## src/rtl/iprm_pkg.sv

```systemverilog
// Purpose: shared constants for the interrupt priority and mask core
// Assumes: 32-bit APB register window, eight request levels
// Notes: offsets are byte addresses of aligned words
package iprm_pkg;
	localparam int IPRM_LEVELS = 8;
	localparam logic [11:0] IPRM_OFF_MASK = 12'h000;
	localparam logic [11:0] IPRM_OFF_CMD = 12'h004;
	localparam logic [11:0] IPRM_OFF_STATUS = 12'h008;
	localparam logic [11:0] IPRM_OFF_SERVICE = 12'h00C;
	localparam logic [11:0] IPRM_OFF_ACK = 12'h010;
	localparam logic [7:0] IPRM_MASK_RST = 8'hFF;
	localparam logic [2:0] IPRM_LOWEST_RST = 3'h7;
	// Command word fields
	localparam int IPRM_CMD_LVL_LSB = 0;
	localparam int IPRM_CMD_OP_LSB = 4;
	localparam logic [2:0] IPRM_OP_NSPEC_DONE = 3'h1;
	localparam logic [2:0] IPRM_OP_SPEC_DONE = 3'h2;
	localparam logic [2:0] IPRM_OP_SET_PRIO = 3'h3;
	localparam logic [2:0] IPRM_OP_ROT_SPEC = 3'h4;
	localparam logic [2:0] IPRM_OP_SMM_SET = 3'h5;
	localparam logic [2:0] IPRM_OP_SMM_CLR = 3'h6;
	// Status word fields
	localparam int IPRM_ST_PEND_LSB = 0;
	localparam int IPRM_ST_INSV_LSB = 8;
	localparam int IPRM_ST_LOW_LSB = 16;
	localparam int IPRM_ST_SMM_BIT = 20;
	localparam int IPRM_ST_IRQ_BIT = 21;
	localparam int IPRM_ST_VEC_LSB = 24;
endpackage

```

## src/rtl/iprm_core.sv

```systemverilog
// Purpose: priority rotation, masking and in-service tracking over APB
// Assumes: request inputs synchronous to pclk, level sensitive
// Notes: APB answers with pready high in the access cycle, no wait
//   Register map, byte offsets of aligned words:
//   0x000 mask, bits 7:0, a one blocks that level
//   0x004 command, write only, reads zero
//     bits 2:0 level, bits 6:4 operation
//     1 non-specific done, 2 specific done, 3 set lowest level
//     4 rotate on specific done, 5 mode set, 6 mode clear
//   0x008 status, read only
//     7:0 pending, 15:8 in service, 18:16 lowest level
//     20 selective-unmask mode, 21 interrupt, 26:24 top level
//   0x00C in-service copy, read only
//   0x010 last acknowledge: 2:0 level, 3 valid pulse
//   Unmapped addresses read zero and raise pslverr
//   Read data is captured in the setup cycle, so it is a
//   snapshot taken one cycle before the access completes
//   Requests are level sensitive: pending follows the pins,
//   so a request dropped while masked leaves nothing behind
//   Acknowledge wins over a same-cycle clear of its own bit
//   A priority change re-ranks at once; nothing in service
//   is cleared or preempted by the change itself
//   Host duties: use specific done after set-priority or in
//   the mode; mask the level in service before entering the
//   mode and clear the mode before unmasking it again
//   Only pstrb[0] is looked at; all fields sit in byte 0
//   Low clk_en freezes state and drops bus and acknowledge
`timescale 1ns/10ps
module iprm_core
	import iprm_pkg::*;
#(
	parameter int LEVELS = IPRM_LEVELS
) (
	input wire logic pclk,
	input wire logic presetn,
	input wire logic clk_en,
	input wire logic psel,
	input wire logic penable,
	input wire logic pwrite,
	input wire logic [11:0] paddr,
	input wire logic [31:0] pwdata,
	input wire logic [3:0] pstrb,
	output logic [31:0] prdata,
	output logic pready,
	output logic pslverr,
	input wire logic [7:0] request_input,
	input wire logic acknowledge_pulse,
	output logic irq_out,
	output logic [2:0] ack_level,
	output logic ack_valid
);

	initial begin
		if (LEVELS != 8) begin
			$error("iprm_core supports exactly eight levels");
		end
		// Decoder compares whole addresses, so offsets must be aligned
		if (IPRM_OFF_MASK[1:0] != 2'h0 || IPRM_OFF_CMD[1:0] != 2'h0 ||
			IPRM_OFF_STATUS[1:0] != 2'h0 ||
			IPRM_OFF_SERVICE[1:0] != 2'h0 ||
			IPRM_OFF_ACK[1:0] != 2'h0) begin
			$error("iprm_core register offsets must be word aligned");
		end
		if (IPRM_CMD_OP_LSB < IPRM_CMD_LVL_LSB + 3) begin
			$error("iprm_core command fields overlap");
		end
	end

	////////////////////////////////////////////////////////////////////////
	// State
	logic [7:0] level_mask_reg_q;
	logic [7:0] pending_request_reg_q;
	logic [7:0] in_service_reg_q;
	logic [2:0] lowest_q;
	logic selective_unmask_mode_q;
	logic [2:0] ack_level_q;
	logic ack_valid_q;
	logic [31:0] prdata_q;

	////////////////////////////////////////////////////////////////////////
	// Rotate a vector so that index 0 is the highest-priority level
	// Doubling the vector keeps the rotate a plain shift, no wrap mux
	// The lowest level lands on index 7 after the rotate
	function automatic logic [7:0] rot_to_prio(input logic [7:0] v,
		input logic [2:0] low);
		logic [15:0] dbl;
		logic [2:0] hi;
		dbl = {v, v};
		hi = 3'(low + 3'h1);
		rot_to_prio = 8'(dbl >> hi);
	endfunction

	// Highest-priority set bit: found flag plus level number
	function automatic logic [3:0] pick_top(input logic [7:0] v,
		input logic [2:0] low);
		logic [7:0] r;
		logic [2:0] hi;
		pick_top = 4'h0;
		r = rot_to_prio(v, low);
		hi = 3'(low + 3'h1);
		for (int i = 7; i >= 0; i--) begin
			if (r[i]) begin
				pick_top = {1'b1, 3'(hi + 3'(i))};
			end
		end
	endfunction

	// One-hot decode of a three-bit level field
	function automatic logic [7:0] lvl_onehot(input logic [2:0] lvl);
		lvl_onehot = 8'h01 << lvl;
	endfunction

	////////////////////////////////////////////////////////////////////////
	// Bus decode; slave never waits
	// Writes land on the access edge only, so a stalled setup cycle
	// can never commit a command twice
	wire logic bus_wr = psel && penable && pwrite && clk_en;
	wire logic bus_rd = psel && penable && !pwrite && clk_en;
	wire logic sel_mask = paddr == IPRM_OFF_MASK;
	wire logic sel_cmd = paddr == IPRM_OFF_CMD;
	wire logic sel_status = paddr == IPRM_OFF_STATUS;
	wire logic sel_service = paddr == IPRM_OFF_SERVICE;
	wire logic sel_ack = paddr == IPRM_OFF_ACK;
	wire logic addr_ok = sel_mask | sel_cmd | sel_status | sel_service |
		sel_ack;
	wire logic wr_mask = bus_wr && sel_mask && pstrb[0];
	wire logic wr_cmd = bus_wr && sel_cmd && pstrb[0];
	wire logic [2:0] cmd_lvl = pwdata[IPRM_CMD_LVL_LSB +: 3];
	wire logic [2:0] cmd_op = pwdata[IPRM_CMD_OP_LSB +: 3];
	wire logic [7:0] cmd_hot = lvl_onehot(cmd_lvl);

	////////////////////////////////////////////////////////////////////////
	// Priority resolution
	// Top picks use rotated copies and ranks are offsets from the pointer, so the pointer alone
	// decides the order; no per-level priority storage is needed
	// masking acts after pending register
	logic [7:0] unmasked_pend;
	for (genvar g = 0; g < 8; g++) begin : g_gate
		// Pending still records a masked request
		assign unmasked_pend[g] = pending_request_reg_q[g] &
			~level_mask_reg_q[g];
	end
	wire logic [3:0] top_req = pick_top(unmasked_pend, lowest_q);
	wire logic [3:0] top_isr = pick_top(in_service_reg_q, lowest_q);
	// masked bits invisible in selective-unmask mode
	wire logic [7:0] isr_visible = selective_unmask_mode_q ?
		(in_service_reg_q & ~level_mask_reg_q) : in_service_reg_q;
	wire logic [3:0] top_done = pick_top(isr_visible, lowest_q);
	// Rank of a level: 0 highest, 7 lowest
	wire logic [2:0] rank_req = 3'(top_req[2:0] - lowest_q - 3'h1);
	wire logic [2:0] rank_isr = 3'(top_isr[2:0] - lowest_q - 3'h1);
	// equal or lower than in-service is blocked
	wire logic nested_ok = !top_isr[3] || (rank_req < rank_isr);
	// mode ignores in-service, mask still applies
	wire logic req_eligible = top_req[3] &&
		(selective_unmask_mode_q || nested_ok);
	// output follows live resolution of requests
	assign irq_out = req_eligible;

	////////////////////////////////////////////////////////////////////////
	// Pending register tracks level-sensitive requests
	// withdrawn request drops its pending bit
	wire logic [7:0] pend_d = request_input;
	// acknowledge takes the top eligible level
	wire logic ack_take = acknowledge_pulse && req_eligible && clk_en;
	wire logic [7:0] ack_hot = ack_take ? lvl_onehot(top_req[2:0]) : 8'h00;

	// In-service clears from commands
	// Every command clears at most one bit; none can set one back,
	// which keeps a cleared routine from being revived by software
	logic [7:0] isr_clr;
	always_comb begin
		isr_clr = 8'h00;
		if (wr_cmd) begin
			case (cmd_op)
				IPRM_OP_NSPEC_DONE: isr_clr = top_done[3] ?
					lvl_onehot(top_done[2:0]) : 8'h00;
				IPRM_OP_SPEC_DONE: isr_clr = cmd_hot;
				IPRM_OP_ROT_SPEC: isr_clr = cmd_hot;
				default: isr_clr = 8'h00;
			endcase
		end
	end
	// only acknowledge sets, and it wins over a clear
	wire logic [7:0] isr_d = (in_service_reg_q & ~isr_clr) | ack_hot;

	// Lowest-priority pointer update
	// named level becomes lowest
	wire logic rotate = wr_cmd && (cmd_op == IPRM_OP_SET_PRIO ||
		cmd_op == IPRM_OP_ROT_SPEC);
	wire logic [2:0] lowest_d = rotate ? cmd_lvl : lowest_q;

	// mode only leaves on its clear command
	logic smm_d;
	always_comb begin
		smm_d = selective_unmask_mode_q;
		if (wr_cmd && cmd_op == IPRM_OP_SMM_SET) begin
			smm_d = 1'b1;
		end else if (wr_cmd && cmd_op == IPRM_OP_SMM_CLR) begin
			smm_d = 1'b0;
		end
	end

	wire logic [7:0] mask_d = wr_mask ? pwdata[7:0] : level_mask_reg_q;

	////////////////////////////////////////////////////////////////////////
	// Read mux; unmapped reads zero with an error
	// Command register is write only and reads as zero
	logic [31:0] rd_d;
	always_comb begin
		rd_d = 32'h0000_0000;
		if (sel_mask) begin
			rd_d[7:0] = level_mask_reg_q;
		end else if (sel_status) begin
			rd_d[IPRM_ST_PEND_LSB +: 8] = pending_request_reg_q;
			rd_d[IPRM_ST_INSV_LSB +: 8] = in_service_reg_q;
			rd_d[IPRM_ST_LOW_LSB +: 3] = lowest_q;
			rd_d[IPRM_ST_SMM_BIT] = selective_unmask_mode_q;
			rd_d[IPRM_ST_IRQ_BIT] = req_eligible;
			rd_d[IPRM_ST_VEC_LSB +: 3] = top_req[2:0];
		end else if (sel_service) begin
			rd_d[7:0] = in_service_reg_q;
		end else if (sel_ack) begin
			rd_d[2:0] = ack_level_q;
			rd_d[3] = ack_valid_q;
		end
	end
	assign pready = 1'b1;
	assign pslverr = psel && penable && !addr_ok;
	assign prdata = prdata_q;
	assign ack_level = ack_level_q;
	assign ack_valid = ack_valid_q;

	////////////////////////////////////////////////////////////////////////
	// Registers; clock enable freezes everything
	// Pending has no latch: a request must stand until acknowledged,
	// trading edge capture for a simpler, glitch-free path
	always_ff @(posedge pclk or negedge presetn) begin
		if (!presetn) begin
			level_mask_reg_q <= IPRM_MASK_RST;
			pending_request_reg_q <= 8'h00;
			in_service_reg_q <= 8'h00;
			lowest_q <= IPRM_LOWEST_RST;
			selective_unmask_mode_q <= 1'b0;
		end else if (clk_en) begin
			level_mask_reg_q <= mask_d;
			pending_request_reg_q <= pend_d;
			in_service_reg_q <= isr_d;
			lowest_q <= lowest_d;
			selective_unmask_mode_q <= smm_d;
		end
	end

	// Acknowledge result and read data capture
	// Level stays until the next acknowledge so software can still
	// read it after the one-cycle valid pulse has gone
	always_ff @(posedge pclk or negedge presetn) begin
		if (!presetn) begin
			ack_level_q <= 3'h0;
			ack_valid_q <= 1'b0;
			prdata_q <= 32'h0000_0000;
		end else if (clk_en) begin
			ack_valid_q <= ack_take;
			if (ack_take) begin
				ack_level_q <= top_req[2:0];
			end
			if (psel && !penable && !pwrite) begin
				prdata_q <= rd_d;
			end
		end
	end

endmodule

```

## config.mk

```make
export PLATFORM = sky130hd
export DESIGN_NAME = iprm_core
export DESIGN_NICKNAME = d
export VERILOG_FILES = /design/src/rtl/iprm_pkg.sv /design/src/rtl/iprm_core.sv
export SDC_FILE = /design/constraint.sdc
export NUM_CORES = 1
export LEC_CHECK = 0
export ABC_AREA = 1
export BUFFER_PORTS_ARGS = -buffer_cell sky130_fd_sc_hd__buf_2
export CORE_MARGIN = 2
export CORE_UTILIZATION = 60
export CTS_BUF_LIST = sky130_fd_sc_hd__clkbuf_16
export DETAILED_ROUTE_END_ITERATION = 6
export PLACE_DENSITY_LB_ADDON = 0.1
export SLEW_MARGIN = 30
export SYNTH_ARGS = -nofsm -noshare
export SYNTH_HDL_FRONTEND = slang
export SYNTH_SLANG_ARGS = --single-unit
```

## constraint.sdc

```tcl
create_clock -name pclk -period 7.74 [get_ports pclk]
set_input_delay 0.387 -clock pclk [delete_from_list [all_inputs] [get_ports pclk]]
set_output_delay 0.387 -clock pclk [all_outputs]
set_load 0.02 [all_outputs]
```

Word level (Yosys, flattened, before mapping)
Cells that the tools add are included.

cells by class
  $add $sub $neg = 12
  $lt $le $gt $ge = 1
  eq/ne operators = 10
  shifts and indexed selects = 6
  multiplexer cells = 42
  bitwise logic cells = 25
  reductions and logical operators = 31

operators with widths
  kind                                               count
  two-way mux 4 bit                                  27
  two-way mux 8 bit                                  6
  >> shifter 16 x 3 -> 8 bit                         3
  == test 12 x 4 -> 1 bit (second input constant)    2
  << shifter 1 x 3 -> 8 bit (first input constant)   3
  two-way mux 11 bit                                 2
  bitwise AND 8 bit                                  2
  logical AND 1 bit                                  16
  NOT 8 bit                                          2
  case mux 8 bit (2 select lines)                    1
  adder 3 bit (second input constant)                4
  == test 12 x 3 -> 1 bit (second input constant)    1
  == test 12 x 5 -> 1 bit (second input constant)    1
  zero test 12 bit                                   1
  AND reduction 2 bit                                5
  == test 3 bit (second input constant)              3
  bitwise AND 1 bit                                  8
  NOT 1 bit                                          8
  OR 8 bit                                           1
  adder 3 x 1 -> 3 bit (second input constant)       2
  adder 3 x 2 -> 3 bit (second input constant)       2
  == test 3 x 2 -> 1 bit (second input constant)     2
  two-way mux 3 bit                                  2
  subtractor 3 x 1 -> 3 bit (second input constant)  2
  10 further kinds                                   21

word-level totals
  register bits = 56
  input bits = 63
  output and inout port bits = 39
  logic and storage cells = 135

Logic depth before layout (Yosys ltp)
  depth after elaboration = 21
  mapped depth = 32
  mapped depth without buffers = 31

Worst setup path before layout
No wires, ideal clock.

  path kind = flip-flop to flip-flop
  from = register lowest_q[0]
  to = register in_service_reg_q[0]
  setup time = 0.065 ns
  data arrival time = 4.305 ns
  data required time = 7.675 ns
  path slack = 3.370 ns
  stages on the path, launching flop included = 29
  buffers on the path = 2
  period minus slack after synthesis = 4.370 ns
  path through = dfstp_2 inv_1 buf_2 ha_1 buf_4 or2_0 o21ai_1 inv_2 o21ai_2 inv_1 o21ai_0 a21oi_1 o211ai_1 nand2_1 ha_1 fa_1 xor2_1 nand3b_1 nand2_1 ha_1 a21oi_1 a21oi_1 o21ai_1 nand2_1 inv_2 nand3_4 a21oi_4 nand2_1 nand2_1

between the ends
  word-level cells in the longest chain between the ends = 20
  elaborated cells between the ends (all ways) = 55
  classes of those cells = 12 x add/sub; 1 x order compare; 5 x shift; 28 x mux; 3 x bitwise; 6 x reduce/logical

RTL lines
  item                                                       RTL line                            RTL
  start, declared                                            iprm_core.sv:74                     logic [2:0] lowest_q;
  start signal, assigned                                     iprm_core.sv:249                    lowest_q <= lowest_d;
  adder 3 x 1 -> 3 bit                                       iprm_core.sv:89, iprm_core.sv:100
  adder 3 bit or >> shifter 16 x 3 -> 8 bit (tied branches)  iprm_core.sv:103, iprm_core.sv:90
  two-way mux 4 bit (8 in a row)                             iprm_core.sv:102                    if (r[i]) begin
  subtractor 3 bit (on tied branches)                        iprm_core.sv:150, iprm_core.sv:151
  subtractor 3 x 1 -> 3 bit (on tied branches)               iprm_core.sv:150, iprm_core.sv:151
  less-than comparator 3 bit                                 iprm_core.sv:153                    wire logic nested_ok = !top_isr[3] || (rank_req < rank_isr);
  logical OR 1 bit                                           iprm_core.sv:153
  logical OR 1 bit                                           iprm_core.sv:156                    (selective_unmask_mode_q || nested_ok);
  logical AND 1 bit *                                        iprm_core.sv:155                    wire logic req_eligible = top_req[3] &&
  named net irq_out                                          iprm_core.sv:48                     output logic irq_out,
  logical AND 1 bit * (2 in a row)                           iprm_core.sv:165                    wire logic ack_take = acknowledge_pulse && req_eligible && clk_en;
  two-way mux 8 bit *                                        iprm_core.sv:166                    wire logic [7:0] ack_hot = ack_take ? lvl_onehot(top_req[2:0]) : 8'h00;
  OR 8 bit *                                                 iprm_core.sv:185                    wire logic [7:0] isr_d = (in_service_reg_q & ~isr_clr) | ack_hot;
  end signal, assigned                                       iprm_core.sv:248                    in_service_reg_q <= isr_d;
  end, declared                                              iprm_core.sv:73                     logic [7:0] in_service_reg_q;

Mark *: on every way through the listed nets, which the timed path passes. The rest lies on a longest branch.
A chain may end at the register's enable or synchronous reset.

Worst setup path in the final report
  from = register lowest_q[0]
  to = output port irq_out

between the ends
  word-level cells in the longest chain between the ends = 16
  elaborated cells between the ends (all ways) = 35
  classes of those cells = 12 x add/sub; 1 x order compare; 2 x shift; 16 x mux; 4 x reduce/logical

RTL lines
  item                                                       RTL line
  adder 3 x 1 -> 3 bit                                       iprm_core.sv:89, iprm_core.sv:100
  adder 3 bit or >> shifter 16 x 3 -> 8 bit (tied branches)  iprm_core.sv:103, iprm_core.sv:90
  two-way mux 4 bit (8 in a row)                             iprm_core.sv:102
  subtractor 3 bit (on tied branches)                        iprm_core.sv:150, iprm_core.sv:151
  subtractor 3 x 1 -> 3 bit (on tied branches)               iprm_core.sv:150, iprm_core.sv:151
  less-than comparator 3 bit                                 iprm_core.sv:153
  logical OR 1 bit                                           iprm_core.sv:153
  logical OR 1 bit                                           iprm_core.sv:156
  logical AND 1 bit *                                        iprm_core.sv:155
  end, declared                                              iprm_core.sv:48

Every way passes the cells marked *; elsewhere a longest branch is shown, timed or not.

==> run summary <==
top_reg_cell synth: dfrtp_1
via count: 4955
HP Class: input pin to async pin
synthesized area: 4750 um^2
CTS max path bufs: 2
synth warn: 0
Fin. Hold Viols: 0
Vias/cell: 5.68
die area: 8640 um^2
Psw: 0.000545 W
worst skew pair latency: 0.29 ns
post-route ant nets: 0
Pleak: 2.58 nW
htree depth: 2
metal3 WL: 956 um
Worst-path clk slew: 0.07 ns
max layer used: met4
Crit Path Category: flip-flop to output port
cell taking the most area after synthesis: dfrtp_1
initial antenna violation count: 0
clock power share: 0.206
WP data required: 7.35 ns
# setup viols final: 0
Yosys top cell area share: 0.237
Total Nets Final: 840
RePlAce Congestion: 1.01
Worst Path Arrival: 5.73 ns
post-CTS setup buffers: 0
met2 WL: 6220 um
syn avg cell area: 6.56 um^2
Max Clk Rate: 0.164 GHz
Peak supply drop: 0.130 mV
dominant cells by area after synthesis: dfrtp_1 24%, nand2_1 19%, dfstp_2 6.1%
Combinational Power Share: 0.482
Pwr per Cell Area: 232 nW/um^2
post-synthesis sequential area ratio: 0.298
Core Area: 7690 um^2
fill cell count: 734
DR DRC count: 0
async set or reset register ratio after synthesis: 1.00
Reg2Reg Depth: 25
worst slew pin tran: 0.865 ns
HPWL Detailed: 10300 um
first-pass GRT wire length: 22300 um
wl on met1: 5850 um
drt first pass iters: 5
vias in the first global route: 4609
Overall Global Routing Usage: 0.324
RSZ-0062 raised after global routing: no
reg2reg setup slack: 1.89 ns
Total Wirelength: 13300 um
Sequential Power Share: 0.312
CTS tree: built
CTS Buf Count: 5
# clock sinks: 56
Max-slew headroom: 0.418
Max stage delay on crit path: 1.02 ns
setup TNS: 0 ns
Hold Slack: 0.220 ns
most frequent cells in the layout: 237 x nand2_1, 65 x buf_2, 59 x inv_1, 54 x nand3_1, 50 x o21ai_0
quantity of hold-fixing buffers added after cts: 0
total grt overflow: 0
clk root buf: clkbuf_16
die height: 93.0 um
Max-Cap Viols: 0
# IOs: 102
RR Startpoint: lowest_q[0]$_DFFE_PN1P_
I/O Buffers: 65
Post-synth EDFFs: 0
Area Overhead vs Synth: 8.83%
most common cell after layout, fill and taps aside: nand2_1
Die X: 93.0 um
clk_skew: 0.00555 ns
status: finished, final reports clean
Int Power: 0.000655 W
CP cell instances: ha_1 -> or2_1 -> nand2_2 -> inv_2 -> mux2i_1 -> nor2_1 -> o21ai_0 -> a21oi_1 -> o211ai_1 -> nand2_1 -> ha_1 -> fa_1 -> xor2_1 -> nand3b_1 -> nand2_1 -> ha_1 -> a21oi_1 -> a21oi_1 -> o21ai_1 -> nand2_1 -> inv_2 -> buf_2
largest net degree at the start of global routing: 57
Crit Reg-Reg Endpoint: in_service_reg_q[2]$_DFFE_PN0P_
wire per inst: 15.2 um
Starting DRT DRC Count: 355
initial core utilization: 0.618
Row Count: 32
CTS-repair resized insts: 0
#FFs+latches synth: 56
Worst setup SP type: flip-flop
worst-path fanout max: 39
cells after synthesis: 724
switch share: 0.454
Synth cell types: 46
end point of the critical path: irq_out
CP max-delay cell: dfstp_2
share of layout cells above drive strength 1: 0.179
crit path from: lowest_q[0]$_DFFE_PN1P_
Crit. End Element: output port
Final Max Slew Viols: 0
Tcrit/Tclk final: 0.790
Final Critical Period: 6.11 ns
n_diodes: 0
==> synth_stat cells (5+ instances only) <==
cell      count
inv_2        16
o31ai_1      12
o21ai_1      27
buf_4        13
nand2_1     237
ha_1          6
nand2_2       8
o21ai_0      50
dfstp_2      11
nor3_1        5
buf_6         7
nand4_1      12
nand3_1      54
mux2i_1       7
buf_2        10
a21oi_1      45
clkbuf_1      8
o21ai_2      14
inv_1        60
nor2_1       28
dfrtp_1      45
==> logic make-up after synthesis <==
family | count (synthesis) | synth area share
xor gates and xnor gates | 6 | 0.0142
DFF | 56 | 0.298
and+or+nand+nor | 363 | 0.327
AOI/OAI and AO/OA | 167 | 0.205
muxes | 7 | 0.0148
other | 2 | 0.00158
buffers and inverters | 115 | 0.115
adders and majority gates | 8 | 0.0242
==> state kept, by name, summed over array words and instances (netlist names) <==
register,count
level_mask_reg_q,8
selective_unmask_mode_q,1
lowest_q,3
ack_level,3
ack_valid,1
pending_request_reg_q,8
prdata,24
in_service_reg_q,8
==> worst min-delay path by stage <==
stage	from	endpoint	slack, ns	cells past startpoint
6_report	presetn	prdata[6]$_DFFE_PN0P_	0.22	2
2_1_floorplan	presetn	ack_level[0]$_DFFE_PN0P_	0.09	0
5_1_grt	presetn	prdata[6]$_DFFE_PN0P_	0.29	2
3_5_place_dp	prdata[16]$_DFFE_PN0P_	prdata[16]$_DFFE_PN0P_	0.46	2
3_3_place_gp	prdata[17]$_DFFE_PN0P_	prdata[17]$_DFFE_PN0P_	0.46	2
4_1_cts	presetn	pending_request_reg_q[0]$_DFFE_PN0P_	0.25	2
==> power by group through the flow <==
stage | clock network (W) | registers, W | logic, W
global route | 0.000260 | 0.000377 | 0.000660
detailed placement | 0 | 0.000376 | 0.000571
global placement | 0 | 0.000376 | 0.000553
floorplan | 0 | 0.000369 | 0.000428
finish | 0.000247 | 0.000374 | 0.000579
CTS | 0.000251 | 0.000371 | 0.000575
==> cell type report <==
class	count	area (um^2)	area share
sequential	56	1420	0.274
multi-input combinational	560	2820	0.545
inverter	77	289	0.0559
clock inverter	2	16.3	0.00315
clock buffer	6	150	0.0290
tap	102	128	0.0247
timing repair buffer	69	355	0.0687
==> per-layer routing <==
metal,vias up,global-route usage
met2,185,0.539
met4,0,0.0748
met5,-,0
met1,2273,0.451
met3,28,0.0459
li1,2469,-
==> stage by stage <==
| step | setup slack [ns] | power (W) | util | std cells | instance area, um^2 |
|---|---|---|---|---|---|
| 3_5_place_dp | 1.96 | 0.000948 | 0.651 | 864 | 5000 |
| 3_3_place_gp | 2.21 | 0.000929 | 0.651 | 864 | 5000 |
| 4_1_cts | 1.66 | 0.00120 | 0.672 | 872 | 5170 |
| 6_report | 1.63 | 0.00120 | 0.672 | 872 | 5170 |
| 2_1_floorplan | 3.37 | 0.000797 | - | 731 | 4780 |
| 5_1_grt | 1.16 | 0.00130 | 0.672 | 872 | 5170 |
==> critical path, delay by kind of cell, from the launching register on <==
family / cells / cell delay, ns
fa+ha+maj: 4 / 1.14
simple gates: 7 / 1.03
flops: 1 / 1.02
compound gates: 6 / 0.80
buf+inv: 3 / 0.76
mux: 1 / 0.49
xor+xnor: 1 / 0.18
Power figures use the tool's default switching activity.
